===== src/rtl/nco_pkg.sv =====
// Constants, register map and types shared by the oscillator files.
package nco_pkg;
  localparam int ACC_W = 20;
  localparam int CNT_W = 8;
  localparam int SRC_N = 10;
  localparam int BYTE_W = 8;
  localparam int DATA_W = 32;
  localparam int ADR_W = 8;

  localparam logic [ADR_W-1:0] ADDR_CTRL = 8'h00;
  localparam logic [ADR_W-1:0] ADDR_CLKSEL = 8'h04;
  localparam logic [ADR_W-1:0] ADDR_ACCL = 8'h08;
  localparam logic [ADR_W-1:0] ADDR_ACCH = 8'h0C;
  localparam logic [ADR_W-1:0] ADDR_ACCU = 8'h10;
  localparam logic [ADR_W-1:0] ADDR_INCL = 8'h14;
  localparam logic [ADR_W-1:0] ADDR_INCH = 8'h18;
  localparam logic [ADR_W-1:0] ADDR_INCU = 8'h1C;
  localparam logic [ADR_W-1:0] ADDR_IRQ_STATUS = 8'h20;
  localparam logic [ADR_W-1:0] ADDR_IRQ_MASK = 8'h24;

  localparam int BIT_EN = 7;
  localparam int BIT_OUT = 5;
  localparam int BIT_POL = 4;
  localparam int BIT_PFM = 0;
  localparam int PWS_LSB = 5;
  localparam int PWS_MSB = 7;
  localparam int CKS_MSB = 3;
  localparam int UPPER_MSB = 3;
  localparam int IRQ_OVF = 0;

  localparam logic [ACC_W-1:0] ACC_RESET = 20'h00000;
  localparam logic [ACC_W-1:0] INC_RESET = 20'h00001;
  localparam logic [CNT_W-1:0] CNT_ONE = 8'h01;
  localparam logic [CNT_W-1:0] CNT_ZERO = 8'h00;
  localparam logic [BYTE_W-1:0] BYTE_ZERO = 8'h00;
  localparam logic [DATA_W-1:0] DATA_ZERO = 32'h00000000;

  localparam logic [3:0] SRC_SYSTEM = 4'h0;
  localparam logic [3:0] SRC_FIRST_EXT = 4'h1;
  localparam logic [3:0] SRC_LAST = 4'hA;

  typedef struct packed {
    logic osc_enable;
    logic output_invert;
    logic pulse_mode_select;
  } osc_ctrl_t;

  typedef struct packed {
    logic [2:0] pulse_width_select;
    logic [3:0] input_clock_select;
  } clk_sel_t;

  typedef struct packed {
    logic rise;
    logic fall;
  } clk_edge_t;

  typedef enum logic [0:0] {OUT_IDLE, OUT_PULSE} pulse_state_t;
endpackage


===== src/rtl/clock_edge_select.sv =====
// Input clock selection and edge detection for the oscillator.
`timescale 1ns/1ps
module clock_edge_select (
  input wire logic i_clk_sys,
  input wire logic i_reset,
  input wire logic [nco_pkg::SRC_N-1:0] i_sources,
  input wire logic [3:0] i_select,
  output nco_pkg::clk_edge_t o_edge
);
  import nco_pkg::*;

  logic level;
  logic prev_reg;
  clk_edge_t edge_next;
  clk_edge_t edge_reg;

  // Reserved codes select no source and give no rising edges.
  always_comb begin
    level = 1'b0;
    if (i_select >= SRC_FIRST_EXT && i_select <= SRC_LAST) begin
      level = i_sources[i_select - SRC_FIRST_EXT];
    end
  end

  always_ff @(posedge i_clk_sys or posedge i_reset) begin
    if (i_reset) begin
      prev_reg <= 1'b0;
    end else begin
      prev_reg <= level;
    end
  end

  // The system clock gives one rising and one falling edge per cycle.
  always_comb begin
    edge_next.rise = level & ~prev_reg;
    edge_next.fall = ~level & prev_reg;
    if (i_select == SRC_SYSTEM) begin
      edge_next.rise = 1'b1;
      edge_next.fall = 1'b1;
    end
  end

  always_ff @(posedge i_clk_sys or posedge i_reset) begin
    if (i_reset) begin
      edge_reg <= '0;
    end else begin
      edge_reg <= edge_next;
    end
  end

  assign o_edge = edge_reg;
endmodule


===== src/rtl/nco_top.sv =====
// Numerically controlled oscillator with a Wishbone register slave.
//
// Local design decisions: the address map and register access over Wishbone.
`timescale 1ns/1ps
module nco_top (
  input wire logic i_clk_sys,
  input wire logic i_reset,
  input wire logic i_wb_cyc,
  input wire logic i_wb_stb,
  input wire logic i_wb_we,
  input wire logic [nco_pkg::ADR_W-1:0] i_wb_adr,
  input wire logic [3:0] i_wb_sel,
  input wire logic [nco_pkg::DATA_W-1:0] i_wb_dat,
  output logic [nco_pkg::DATA_W-1:0] o_wb_dat,
  output logic o_wb_ack,
  input wire logic [nco_pkg::SRC_N-1:0] i_clk_sources,
  output logic o_nco_out,
  output logic o_overflow,
  output logic o_irq
);
  import nco_pkg::*;

  osc_ctrl_t ctrl_reg;
  clk_sel_t clk_reg;
  clk_edge_t in_edge;
  pulse_state_t state_reg;
  logic [ACC_W-1:0] acc_reg;
  logic [ACC_W-1:0] inc_reg;
  logic [ACC_W-1:0] shadow_reg;
  logic [ACC_W:0] sum;
  logic [CNT_W-1:0] cnt_reg;
  logic [CNT_W-1:0] width_m1;
  logic [BYTE_W-1:0] rd_byte;
  logic [DATA_W-1:0] dat_reg;
  logic ack_reg;
  logic access;
  logic wr;
  logic pend_reg;
  logic inc_wr_reg;
  logic ovf_now;
  logic ovf_reg;
  logic raw_reg;
  logic out_reg;
  logic status_reg;
  logic mask_reg;
  logic inc_write;

  clock_edge_select edge_sel (
    .i_clk_sys(i_clk_sys),
    .i_reset(i_reset),
    .i_sources(i_clk_sources),
    .i_select(clk_reg.input_clock_select),
    .o_edge(in_edge)
  );

  // Bus access is taken in the first cycle of a request and acked one cycle later.
  assign access = i_wb_cyc & i_wb_stb & ~ack_reg;
  assign wr = access & i_wb_we & i_wb_sel[0];
  assign inc_write = wr & (i_wb_adr == ADDR_INCL || i_wb_adr == ADDR_INCH || i_wb_adr == ADDR_INCU);

  always_ff @(posedge i_clk_sys or posedge i_reset) begin
    if (i_reset) begin
      ack_reg <= 1'b0;
      dat_reg <= DATA_ZERO;
    end else begin
      ack_reg <= access;
      if (access) begin
        dat_reg <= {{(DATA_W-BYTE_W){1'b0}}, rd_byte};
      end
    end
  end

  // Unmapped offsets read as zero and ignore writes.
  always_comb begin
    rd_byte = BYTE_ZERO;
    case (i_wb_adr)
      ADDR_CTRL: begin
        rd_byte[BIT_EN] = ctrl_reg.osc_enable;
        rd_byte[BIT_OUT] = out_reg;
        rd_byte[BIT_POL] = ctrl_reg.output_invert;
        rd_byte[BIT_PFM] = ctrl_reg.pulse_mode_select;
      end
      ADDR_CLKSEL: begin
        rd_byte[PWS_MSB:PWS_LSB] = clk_reg.pulse_width_select;
        rd_byte[CKS_MSB:0] = clk_reg.input_clock_select;
      end
      ADDR_ACCL: rd_byte = acc_reg[7:0];
      ADDR_ACCH: rd_byte = acc_reg[15:8];
      ADDR_ACCU: rd_byte[UPPER_MSB:0] = acc_reg[19:16];
      ADDR_INCL: rd_byte = inc_reg[7:0];
      ADDR_INCH: rd_byte = inc_reg[15:8];
      ADDR_INCU: rd_byte[UPPER_MSB:0] = inc_reg[19:16];
      ADDR_IRQ_STATUS: rd_byte[IRQ_OVF] = status_reg;
      ADDR_IRQ_MASK: rd_byte[IRQ_OVF] = mask_reg;
      default: rd_byte = BYTE_ZERO;
    endcase
  end

  assign o_wb_dat = dat_reg;
  assign o_wb_ack = ack_reg;

  always_ff @(posedge i_clk_sys or posedge i_reset) begin
    if (i_reset) begin
      ctrl_reg <= '0;
      clk_reg <= '0;
      mask_reg <= 1'b0;
    end else if (wr) begin
      if (i_wb_adr == ADDR_CTRL) begin
        ctrl_reg.osc_enable <= i_wb_dat[BIT_EN];
        ctrl_reg.output_invert <= i_wb_dat[BIT_POL];
        ctrl_reg.pulse_mode_select <= i_wb_dat[BIT_PFM];
      end
      if (i_wb_adr == ADDR_CLKSEL) begin
        clk_reg.pulse_width_select <= i_wb_dat[PWS_MSB:PWS_LSB];
        clk_reg.input_clock_select <= i_wb_dat[CKS_MSB:0];
      end
      if (i_wb_adr == ADDR_IRQ_MASK) begin
        mask_reg <= i_wb_dat[IRQ_OVF];
      end
    end
  end

  // Step value bytes.
  always_ff @(posedge i_clk_sys or posedge i_reset) begin
    if (i_reset) begin
      inc_reg <= INC_RESET;
    end else if (wr) begin
      if (i_wb_adr == ADDR_INCL) begin
        inc_reg[7:0] <= i_wb_dat[7:0];
      end
      if (i_wb_adr == ADDR_INCH) begin
        inc_reg[15:8] <= i_wb_dat[7:0];
      end
      if (i_wb_adr == ADDR_INCU) begin
        inc_reg[19:16] <= i_wb_dat[UPPER_MSB:0];
      end
    end
  end

  // Shadow loading: on a falling input edge after a low-byte write while running, one cycle after a step write while stopped.
  always_ff @(posedge i_clk_sys or posedge i_reset) begin
    if (i_reset) begin
      pend_reg <= 1'b0;
      inc_wr_reg <= 1'b0;
      shadow_reg <= INC_RESET;
    end else begin
      inc_wr_reg <= inc_write;
      if (wr && i_wb_adr == ADDR_INCL && ctrl_reg.osc_enable) begin
        pend_reg <= 1'b1;
      end else if (in_edge.fall) begin
        pend_reg <= 1'b0;
      end
      if (!ctrl_reg.osc_enable && inc_wr_reg) begin
        shadow_reg <= inc_reg;
      end else if (ctrl_reg.osc_enable && pend_reg && in_edge.fall) begin
        shadow_reg <= inc_reg;
      end
    end
  end

  assign sum = {1'b0, acc_reg} + {1'b0, shadow_reg};
  assign ovf_now = ctrl_reg.osc_enable & in_edge.rise & sum[ACC_W];

  // Accumulator; a bus write while running gives an undefined phase.
  always_ff @(posedge i_clk_sys or posedge i_reset) begin
    if (i_reset) begin
      acc_reg <= ACC_RESET;
      ovf_reg <= 1'b0;
    end else begin
      ovf_reg <= ovf_now;
      if (wr && i_wb_adr == ADDR_ACCL) begin
        acc_reg[7:0] <= i_wb_dat[7:0];
      end else if (wr && i_wb_adr == ADDR_ACCH) begin
        acc_reg[15:8] <= i_wb_dat[7:0];
      end else if (wr && i_wb_adr == ADDR_ACCU) begin
        acc_reg[19:16] <= i_wb_dat[UPPER_MSB:0];
      end else if (ctrl_reg.osc_enable && in_edge.rise) begin
        acc_reg <= sum[ACC_W-1:0];
      end
    end
  end

  assign width_m1 = (CNT_ONE << clk_reg.pulse_width_select) - CNT_ONE;

  // Output shaping in both modes.
  always_ff @(posedge i_clk_sys or posedge i_reset) begin
    if (i_reset) begin
      raw_reg <= 1'b0;
      cnt_reg <= CNT_ZERO;
      state_reg <= OUT_IDLE;
    end else if (!ctrl_reg.osc_enable) begin
      raw_reg <= 1'b0;
      cnt_reg <= CNT_ZERO;
      state_reg <= OUT_IDLE;
    end else if (!ctrl_reg.pulse_mode_select) begin
      state_reg <= OUT_IDLE;
      if (ovf_now) begin
        raw_reg <= ~raw_reg;
      end
    end else begin
      case (state_reg)
        OUT_IDLE: begin
          if (ovf_now) begin
            raw_reg <= 1'b1;
            cnt_reg <= width_m1;
            state_reg <= OUT_PULSE;
          end else begin
            raw_reg <= 1'b0;
          end
        end
        OUT_PULSE: begin
          if (ovf_now) begin
            cnt_reg <= width_m1;
          end else if (in_edge.rise) begin
            if (cnt_reg == CNT_ZERO) begin
              raw_reg <= 1'b0;
              state_reg <= OUT_IDLE;
            end else begin
              cnt_reg <= cnt_reg - CNT_ONE;
            end
          end
        end
        default: begin
          raw_reg <= 1'b0;
          state_reg <= OUT_IDLE;
        end
      endcase
    end
  end

  always_ff @(posedge i_clk_sys or posedge i_reset) begin
    if (i_reset) begin
      out_reg <= 1'b0;
    end else begin
      out_reg <= raw_reg ^ ctrl_reg.output_invert;
    end
  end

  // Sticky overflow flag, write one to clear; a new overflow wins over the clear.
  always_ff @(posedge i_clk_sys or posedge i_reset) begin
    if (i_reset) begin
      status_reg <= 1'b0;
    end else if (ovf_reg) begin
      status_reg <= 1'b1;
    end else if (wr && i_wb_adr == ADDR_IRQ_STATUS && i_wb_dat[IRQ_OVF]) begin
      status_reg <= 1'b0;
    end
  end

  assign o_nco_out = out_reg;
  assign o_overflow = ovf_reg;
  assign o_irq = status_reg & mask_reg;
endmodule


===== config.mk =====
export PLATFORM = sky130hd
export DESIGN_NAME = nco_top
export DESIGN_NICKNAME = d
export VERILOG_FILES = /design/src/rtl/nco_pkg.sv /design/src/rtl/clock_edge_select.sv /design/src/rtl/nco_top.sv
export SDC_FILE = /design/constraint.sdc
export NUM_CORES = 1
export LEC_CHECK = 0
export BUFFER_PORTS_ARGS = -buffer_cell sky130_fd_sc_hd__buf_2
export CAP_MARGIN = 20
export CORE_MARGIN = 2
export CORE_UTILIZATION = 58
export DETAILED_ROUTE_END_ITERATION = 16
export GPL_TIMING_DRIVEN = 0
export PLACE_DENSITY = 0.86
export REMOVE_ABC_BUFFERS = 1
export SETUP_SLACK_MARGIN = 0.15
export SYNTH_ARGS = -nofsm -noshare
export SYNTH_HDL_FRONTEND = slang
export SYNTH_SLANG_ARGS = --single-unit

===== constraint.sdc =====
create_clock -name i_clk_sys -period 4.4 [get_ports i_clk_sys]
set_clock_uncertainty 0.2 [all_clocks]
set_input_delay 0.44 -clock i_clk_sys [delete_from_list [all_inputs] [get_ports i_clk_sys]]
set_output_delay 0.44 -clock i_clk_sys [all_outputs]
set_load 0.02 [all_outputs]

==> metrics.log, run 1 <==
INFO  metric status = completed
INFO  metric max_clock_freq = 0.2803 GHz
INFO  metric final_common_cell = dfrtp_1
INFO  metric tritoncts_clock_tree = done
INFO  metric setup.worst_path.start_class = flop
INFO  metric cts_made_buffers = 9
INFO  metric clkSinkCount = 98
INFO  metric timing.final.max_slew_violations = 0
INFO  metric worst_hold_slack = 179.8 ps
INFO  metric grt_overflow = 0
INFO  metric ctsRootBufferMaster = clkbuf_8
INFO  metric worstMarginPinSlew = 1080 ps
INFO  metric wl_per_cell = 18.94 um
INFO  metric timing.critical_path.arrival = 3630 ps
INFO  metric drt_first_pass_iters = 6
INFO  metric viasPerCell = 6.244
INFO  metric worstPathBufferInverterCount = 0
INFO  metric post-route-worst-setup-slack = 831.9 ps
INFO  metric finish.instance_area = 6570 um2
INFO  metric synth-edff-count = 0
INFO  metric ys.flop_type = dfrtp_1
INFO  metric grt_antenna_before_repair = 0
INFO  metric floorplan.die.width = 106.7 um
INFO  metric required = 4460 ps
INFO  metric clkLatencyLatePin = 360 ps
INFO  metric wire_length_of_the_first_global_routing_pass = 23980 um
INFO  metric vias = 4933
INFO  metric finalWirelength = 14960 um
INFO  metric grt_setup_unrepaired = no
INFO  metric cts.htree.levels = 3
INFO  metric ys_async_sr_fraction = 100.0%
INFO  metric quantity_of_hold_fixing_buffers_added_after_cts = 1
INFO  metric syn-instance-count = 612
INFO  metric yosysWarnings = 0
INFO  metric die_height = 106.7 um
INFO  metric post-route-util = 63.93%
INFO  metric finalHoldViolCount = 0
INFO  metric netlist_area = 6112 um2
INFO  metric irDropWorstVdd = 0.1730 mV
INFO  metric layout.cells.most_common_list = dfrtp_1 (96), nand2_1 (50), mux2_2 (49), buf_2 (44), nor2_1 (40)
INFO  metric route.detailed.drc = 0
INFO  metric layout_min_cycle_time = 3568 ps
INFO  metric cts_repair_resize_count = 0
INFO  metric cp_top_family = compound AO/OA/AOI/OAI gates
INFO  metric multi_input_area = 3400 um2
INFO  metric io_pins = 95
INFO  metric start_util = 59.47%
INFO  metric syn_area_per_cell = 9.987 um2
INFO  metric clockBufferDepth = 2
INFO  metric worst-path-max-fanout = 11
INFO  metric synth_cell_type_count = 74
INFO  metric placeableCoreArea = 10280 um2
INFO  metric final.period_utilization = 81.09%
INFO  metric power_density = 262.4 nW/um2
INFO  metric port-buffer-count = 43
INFO  metric relSlewSlack = 27.62%
INFO  metric drive_above_1_share = 20.95%
INFO  metric dp.final_hpwl = 11140 um
INFO  metric die_area = 11380 um2
INFO  metric gp_congestion = 0.9076
INFO  metric largest_net_degree_at_the_start_of_global_routing = 71
INFO  metric num-nets-final = 735
INFO  metric area.growth.synth_to_final = 7.492%
INFO  metric ys_seq_area_share = 40.16%
INFO  metric drt-initial-drc-count = 319
INFO  metric critical_path.max_stage_delay = 830 ps
INFO  metric timing.final.setup_violations = 0
INFO  metric final-seq-area = 2455 um2
INFO  metric postPlaceCellArea = 6380 um2
INFO  metric synth.ff_latch_count = 98
INFO  metric min-delay-path-class = in2reg
INFO  metric groute.usage.overall = 27.07%
INFO  metric tns = 0 ps
INFO  metric postCtsSetupRepairBufs = 0
INFO  metric max_cap_viol_count = 0
INFO  metric slowest_cell_on_crit_path = a21oi_1
INFO  metric timing_worst_setup_path_type = reg2reg
INFO  metric place_worst_setup_slack = 887.1 ps
INFO  metric insertedDiodeCount = 0
INFO  metric timing.critical_path.to_type = flop
INFO  metric number_of_standard_cell_rows_in_the_floorplan = 37
INFO  metric path_cells = ha_1 -> fa_1 -> a211oi_2 -> o21ai_2 -> o311ai_4 -> nand2_4 -> a21oi_1 -> mux2i_1 -> a22o_1
INFO  metric number_of_global_route_vias_before_repair = 4722
INFO  metric p_leak = 3.176 nW
INFO  metric worst_setup_hold_path_clk_slew = 100 ps
INFO  metric fillCellCount = 855
INFO  metric ant_nets = 0
logic make-up after synthesis:
kind of cell | count (synthesis) | synth area share (%)
AOI/OAI and AO/OA | 169 | 19.67
and+or+nand+nor | 163 | 13.22
DFF | 98 | 40.16
muxes | 70 | 12.88
buffers and inverters | 66 | 5.773
adders and majority gates | 27 | 5.650
xor gates and xnor gates | 18 | 2.579
other | 1 | 0.06135
final timing paths:
check                                   start       endpoint  slack (ps)  cells after the start
setup / recovery                   acc_reg[0]     cnt_reg[3]         830                      9
hold / removal                    i_wb_dat[6]     acc_reg[6]         180                      3
setup reg to reg                   acc_reg[0]     cnt_reg[3]         830                      9
hold reg to reg            edge_sel.o_edge[0]       pend_reg         260                      1
max in group asynchronous             i_reset  shadow_reg[0]        2890                      4
min in group asynchronous             i_reset       o_wb_ack         400                      3
worst register-to-register path, cell delays in order (launching register included):
cell      delay, ps
dfrtp_1         430
ha_1            270
fa_1            450
a211oi_2        240
o21ai_2         140
o311ai_4        350
nand2_4         130
a21oi_1         830
mux2i_1         190
a22o_1          260
cells in the mapped netlist (3+ instances only):
library cell	number	share of area, %
a31oi_1	7	0.72
a21o_1	11	1.4
buf_2	3	0.25
inv_1	20	1.2
a22o_1	5	0.72
clkbuf_1	10	0.61
o21ai_1	14	1.1
o21bai_1	8	0.98
nand4_1	5	0.51
nand2_1	50	3.1
a22oi_1	9	1.1
o211ai_1	5	0.61
nand2b_1	5	0.51
a211oi_1	6	0.74
mux2i_1	19	3.1
o21ai_0	31	2.5
buf_4	27	3.3
nor3_1	10	0.82
xnor2_1	8	1.1
a21oi_1	26	2.1
a21oi_2	3	0.43
or3_1	5	0.51
dfrtp_1	96	39
and2_1	7	0.72
nor2_1	40	2.5
o41ai_1	3	0.43
mux2_2	49	9.0
ha_1	26	5.3
a211o_1	3	0.43
buf_1	5	0.31
o31ai_1	4	0.49
xor2_1	10	1.4
a222oi_1	6	0.98
nand3_1	14	1.1
nor2b_1	3	0.31
and3_1	8	0.82
final cells by class:
class                   instances  area share, %
clock buffers                  11          2.152
clock inverters                 5         0.5904
inverters                      21          1.238
multi-input cells             471          51.74
flip-flops and latches         98          37.36
well taps                     136          2.590
repair buffers                 48          4.323
power breakdown:
group	internal [mW]	switching, mW	total, mW
registers	0.927	0.0267	0.954
logic	0.0795	0.148	0.228
clock network	0.225	0.318	0.542
metrics by stage:
stage	total power, mW	std cells
after floorplan	1.116	590
after global placement	1.181	769
after detailed placement	1.194	773
after CTS	1.725	790
after global routing	1.788	790
final	1.724	790
metal layers:
metal | track usage (%) | up-vias | share of wire (%)
li1 | - | 2277 | -
met1 | 36.27 | 2363 | 42
met2 | 44.36 | 247 | 47
met3 | 4.073 | 46 | 7.5
met4 | 10.85 | 0 | 3.4
met5 | 0 | - | 0
No activity file was read; power rests on OpenSTA's default activity.
==> run 2: changes to the inputs <==
--- a/config.mk
+++ b/config.mk
@@ -8,10 +8,10 @@
 export BUFFER_PORTS_ARGS = -buffer_cell sky130_fd_sc_hd__buf_2
 export CAP_MARGIN = 20
 export CORE_MARGIN = 2
-export CORE_UTILIZATION = 58
+export CORE_UTILIZATION = 52
 export DETAILED_ROUTE_END_ITERATION = 16
 export GPL_TIMING_DRIVEN = 0
-export PLACE_DENSITY = 0.86
+export PLACE_DENSITY = 0.82
 export REMOVE_ABC_BUFFERS = 1
 export SETUP_SLACK_MARGIN = 0.15
 export SYNTH_ARGS = -nofsm -noshare
==> constraint.sdc (replaced) <==
create_clock -name i_clk_sys -period 2.9 [get_ports i_clk_sys]
set_clock_uncertainty 0.2 [all_clocks]
set_input_delay 0.29 -clock i_clk_sys [delete_from_list [all_inputs] [get_ports i_clk_sys]]
set_output_delay 0.29 -clock i_clk_sys [all_outputs]
set_load 0.02 [all_outputs]
==> run 2 against run 1 <==
  * Total power increased by 73%
  * Combinational power increased by 59%
  * Global-route usage decreased by 0.80 points
  * Sequential power increased by 52%
  * Die area increased by 11%
  * Clock-buffer cell count increased by 2
  * Sequential share of layout area decreased by 2.5 points
  * Critical path depth increased by 1
  * Maximum frequency increased by 26%
==> metrics.log, run 2 (synthesis results as in run 1) <==
INFO  metric power_density = 423.3 nW/um2
INFO  metric timing.final.setup_violations = 0
INFO  metric die_height = 112.4 um
INFO  metric ant_nets = 0
INFO  metric number_of_global_route_vias_before_repair = 5082
INFO  metric insertedDiodeCount = 0
INFO  metric clkLatencyLatePin = 350 ps
INFO  metric groute.usage.overall = 26.27%
INFO  metric start_util = 53.30%
INFO  metric layout_min_cycle_time = 2821 ps
INFO  metric finalWirelength = 16340 um
INFO  metric timing.critical_path.arrival = 2860 ps
INFO  metric tritoncts_clock_tree = done
INFO  metric min-delay-path-class = in2reg
INFO  metric hold_path_depth = 3
INFO  metric port-buffer-count = 43
INFO  metric relSlewSlack = 42.64%
INFO  metric die_area = 12640 um2
INFO  metric irDropWorstVdd = 0.3349 mV
INFO  metric dp.cells = 780
INFO  metric timing.critical_path.to_type = flop
INFO  metric floorplan.die.width = 112.4 um
INFO  metric io_pins = 95
INFO  metric grt_overflow = 0
INFO  metric worst-path-max-fanout = 6
INFO  metric wl_per_cell = 20.12 um
INFO  metric final_common_cell = dfrtp_1
INFO  metric drive_above_1_share = 27.06%
INFO  metric clkSinkCount = 98
INFO  metric required = 2930 ps
INFO  metric layout.cells.most_common_list = dfrtp_1 (95), nand2_1 (50), mux2_2 (49), buf_2 (44), nor2_1 (39)
INFO  metric worstMarginPinSlew = 857.2 ps
INFO  metric fillCellCount = 903
INFO  metric ctsRootBufferMaster = clkbuf_16
INFO  metric worst-r2r-cell-count = 10
INFO  metric placeableCoreArea = 11470 um2
INFO  metric number_of_standard_cell_rows_in_the_floorplan = 39
INFO  metric num-nets-final = 750
INFO  metric grt_setup_unrepaired = yes
INFO  metric status = completed
INFO  metric gp_congestion = 0.8869
INFO  metric p_leak = 3.324 nW
INFO  metric area.growth.synth_to_final = 15.27%
INFO  metric setup.worst_path.start_class = flop
INFO  metric viasPerCell = 6.302
INFO  metric clockBufferDepth = 2
INFO  metric vias = 5117
INFO  metric worst_setup_hold_path_clk_slew = 70 ps
INFO  metric cts_made_buffers = 9
INFO  metric timing_worst_setup_path_type = reg2reg
INFO  metric largest_net_degree_at_the_start_of_global_routing = 53
INFO  metric grt_antenna_before_repair = 0
INFO  metric stdcell_count = 812
INFO  metric wire_length_of_the_first_global_routing_pass = 26390 um
INFO  metric drt_first_pass_iters = 5
INFO  metric finalHoldViolCount = 0
INFO  metric timing.final.max_slew_violations = 0
INFO  metric route.detailed.drc = 0
INFO  metric cts.htree.levels = 3
INFO  metric drt-initial-drc-count = 462
INFO  metric place_worst_setup_slack = -611.7 ps
INFO  metric final.period_utilization = 97.26%
INFO  metric max_clock_freq = 0.3545 GHz
INFO  metric max_cap_viol_count = 0
INFO  metric dp.final_hpwl = 11570 um
INFO  metric post-route-worst-setup-slack = 79.37 ps
## run 2: per-stage QoR
| stage | TNS (ps) | area, um2 | power (mW) | utilization [%] | hold WS [ps] |
|---|---|---|---|---|---|
| floorplan | -15330 | 5924 | 1.693 | - | 206.8 |
| global placement | -134150 | 6319 | 1.794 | 55.10 | 234.3 |
| detailed placement | -6221 | 6389 | 1.816 | 55.71 | 211.3 |
| CTS | 0 | 6890 | 2.978 | 60.09 | 36.98 |
| global route | -147.9 | 7046 | 3.080 | 61.44 | 46.39 |
| finish | 0 | 7046 | 2.982 | 61.44 | 45.21 |
## run 2: timing repair
item / in CTS / in global routing
setup endpoints to repair: 38 / 29
hold buffers: 1 / 0
resized for setup: 19 / 32
setup buffers: 12 / 3
pin swaps: 14 / 17
endpoints found under the hold margin: 45 / 0
## run 2: worst paths after layout
path,from,slack (ps),end
max,acc_reg[0],80,cnt_reg[4]
min reg2reg,edge_sel.o_edge[0],260,pend_reg
max reg2reg,acc_reg[0],80,cnt_reg[4]
min,i_wb_dat[6],50,acc_reg[6]
min in group asynchronous,i_reset,380,o_wb_dat[7]
max in group asynchronous,i_reset,1400,inc_reg[0]
## run 2: worst max-delay path, stage by stage, from the launching register on
cell and delay (ps):
dfrtp_1 410, ha_4 170, fa_2 350, a211oi_2 230
o21ai_2 120, o311ai_4 320, buf_4 190, a21oi_2 70
and2b_2 300, a21oi_4 100, a32o_1 230
## run 2: report_power, final
part / switching (mW) / leakage, nW / internal (mW)
Sequential: 0.0410 / 1.29 / 1.41
Clock: 0.502 / 0.134 / 0.669
Combinational: 0.236 / 1.90 / 0.125
## run 2: metal layers
layer	wire [um]	global-route usage, %	vias to the layer above	part of all wire, %
met4	536	10.33	0	3.3
met5	0	0	-	0
li1	-	-	2313	-
met1	6887	34.86	2519	42
met2	7861	43.29	237	48
met3	1055	4.428	48	6.5
## run 2: layout make-up
class / count / area, um2 / share of cell area, %
inverters: 21 / 83.83 / 1.190
well taps: 143 / 178.9 / 2.540
clock buffers: 13 / 240.2 / 3.410
repair buffers: 63 / 416.7 / 5.914
multi-input cells: 471 / 3627 / 51.48
clock inverters: 3 / 42.54 / 0.6038
flip-flops and latches: 98 / 2456 / 34.86
==> run 3: changes to the inputs <==
--- a/config.mk
+++ b/config.mk
@@ -7,11 +7,13 @@
 export LEC_CHECK = 0
 export BUFFER_PORTS_ARGS = -buffer_cell sky130_fd_sc_hd__buf_2
 export CAP_MARGIN = 20
+export CELL_PAD_IN_SITES_DETAIL_PLACEMENT = 0
+export CELL_PAD_IN_SITES_GLOBAL_PLACEMENT = 1
 export CORE_MARGIN = 2
-export CORE_UTILIZATION = 52
+export CORE_UTILIZATION = 40
 export DETAILED_ROUTE_END_ITERATION = 16
 export GPL_TIMING_DRIVEN = 0
-export PLACE_DENSITY = 0.82
+export PLACE_DENSITY = 0.81
 export REMOVE_ABC_BUFFERS = 1
 export SETUP_SLACK_MARGIN = 0.15
 export SYNTH_ARGS = -nofsm -noshare
==> run 3 against run 2 <==
  * Non-clock buffer count increased by 4
  * Die area increased by 29%
  * Sequential power about the same
  * Clock power about the same
  * Combinational power decreased by 2%
  * Worst hold slack got worse by 31 ps
  * Critical endpoint is now cnt_reg[7]
==> metrics.log, run 3 (synthesis results as in run 1) <==
INFO  metric status = completed
INFO  metric timing.final.setup_violations = 0
INFO  metric worst_setup_hold_path_clk_slew = 70 ps
INFO  metric launch_point_of_the_worst_hold_path = i_wb_dat[6]
INFO  metric gp_congestion = 0.9449
INFO  metric vias = 5088
INFO  metric clkLatencyLatePin = 360 ps
INFO  metric die_height = 127.6 um
INFO  metric grt_setup_unrepaired = yes
INFO  metric timing.critical_path.to_type = flop
INFO  metric hold_end = acc_reg[6]
INFO  metric port-buffer-count = 43
INFO  metric max_cap_viol_count = 0
INFO  metric timing.rr.end = cnt_reg[7]
INFO  metric required = 2990 ps
INFO  metric tritoncts_clock_tree = done
INFO  metric clockBufferDepth = 2
INFO  metric drt-initial-drc-count = 369
INFO  metric layout_min_cycle_time = 2820 ps
INFO  metric num-nets-final = 754
INFO  metric number_of_global_route_vias_before_repair = 4850
INFO  metric critical_path.reg2reg.startpoint = acc_reg[0]
INFO  metric timing.critical_path.arrival = 2910 ps
INFO  metric placeableCoreArea = 15090 um2
INFO  metric power_density = 417.2 nW/um2
INFO  metric grt_overflow = 0
INFO  metric floorplan.die.width = 127.6 um
INFO  metric worst-path-max-fanout = 2
INFO  metric timing_worst_setup_path_type = reg2reg
INFO  metric dp.final_hpwl = 12110 um
INFO  metric final.period_utilization = 97.23%
INFO  metric io_pins = 95
INFO  metric clkSinkCount = 98
INFO  metric drive_above_1_share = 27.34%
INFO  metric wire_length_of_the_first_global_routing_pass = 26340 um
INFO  metric groute.usage.overall = 21.05%
INFO  metric die_area = 16290 um2
INFO  metric irDropWorstVdd = 0.3664 mV
INFO  metric p_leak = 3.369 nW
INFO  metric number_of_standard_cell_rows_in_the_floorplan = 45
INFO  metric ant_nets = 0
INFO  metric min-delay-path-class = in2reg
INFO  metric cts.htree.levels = 3
INFO  metric tns = 0 ps
INFO  metric area.growth.synth_to_final = 17.03%
INFO  metric max_clock_freq = 0.3546 GHz
INFO  metric worst_hold_slack = 14.32 ps
INFO  metric hold_path_depth = 3
INFO  metric ctsRootBufferMaster = clkbuf_16
INFO  metric timing.final.max_slew_violations = 0
INFO  metric finish.instance_area = 7153 um2
INFO  metric route.detailed.drc = 0
INFO  metric regToRegSetupSlack = 80 ps
INFO  metric final_common_cell = dfrtp_1
INFO  metric viasPerCell = 5.909
INFO  metric finalWirelength = 16670 um
INFO  metric wl_per_cell = 19.36 um
INFO  metric layout.cells.most_common_list = dfrtp_1 (95), mux2_2 (49), nand2_1 (48), buf_2 (44), nor2_1 (39)
INFO  metric relSlewSlack = 30.96%
INFO  metric grt_antenna_before_repair = 0
INFO  metric largest_net_degree_at_the_start_of_global_routing = 57
INFO  metric total_power = 2.985 mW
INFO  metric start_util = 40.51%
INFO  metric drt_first_pass_iters = 7
INFO  metric postPlaceCellArea = 6445 um2
INFO  metric worst-r2r-cell-count = 9
INFO  metric finalHoldViolCount = 0
INFO  metric worstMarginPinSlew = 1032 ps
INFO  metric insertedDiodeCount = 0
INFO  metric cts_made_buffers = 9
INFO  metric setup.worst_path.start_class = flop
-- run 3: critical path, cell delays in order (launching register included) --
cell,delay [ps]
dfrtp_1,410
ha_4,170
fa_2,350
a211oi_2,240
o21ai_2,130
o311ai_4,330
nand2_4,90
a211o_4,350
or4_1,400
nand3_1,90
-- run 3: how the worst max path moves through the flow --
stage / slack (ps) / start / endpoint
after detailed placement: -640 / acc_reg[0] / cnt_reg[5]
after global placement: -1280 / i_reset / inc_reg[2]
after global routing: 8 / acc_reg[0] / cnt_reg[7]
final: 80 / acc_reg[0] / cnt_reg[7]
after CTS: -2 / acc_reg[0] / cnt_reg[7]
after floorplan: -150 / i_reset / acc_reg[0]
-- run 3: repair_timing --
item / 4_1_cts / 5_1_grt
cloned: 0 / 1
pin swaps: 15 / 21
gates resized for setup: 19 / 30
setup buffers: 14 / 4
hold endpoints to repair: 42 / 0
endpoints found under the setup margin: 36 / 34
hold buffers: 1 / 0
-- run 3: layer usage --
layer	track usage [%]	routed length (um)	up-vias
met5	0	0	-
met4	7.304	362	0
met3	3.350	915	23
met2	35.61	8314	193
met1	27.49	7073	2548
li1	-	-	2324
-- run 3: final cells by class --
class | instances | area, um2
clock buffer | 12 | 256.5
clock inverter | 4 | 31.28
fill | 1386 | 7936
inverter | 21 | 81.33
multi-input combinational | 471 | 3612
sequential | 98 | 2456
tap | 188 | 235.2
timing repair buffer | 67 | 480.5
-- run 3: power breakdown --
part / total [mW] / leakage [nW] / switching [mW] / internal (mW)
combinational: 0.355 / 1.93 / 0.228 / 0.128
clock: 1.18 / 0.144 / 0.543 / 0.636
sequential: 1.45 / 1.29 / 0.0428 / 1.41
total: 2.98 / 3.37 / 0.813 / 2.17
-- run 3: stage by stage --
step                utilization [%]  worst slack (ps)  cells
global route                  47.40             8.373    861
CTS                           46.27            -2.173    856
finish                        47.40             80.22    861
global placement              42.25             -1285    821
floorplan                         -            -150.1    590
detailed placement            42.71            -641.0    825
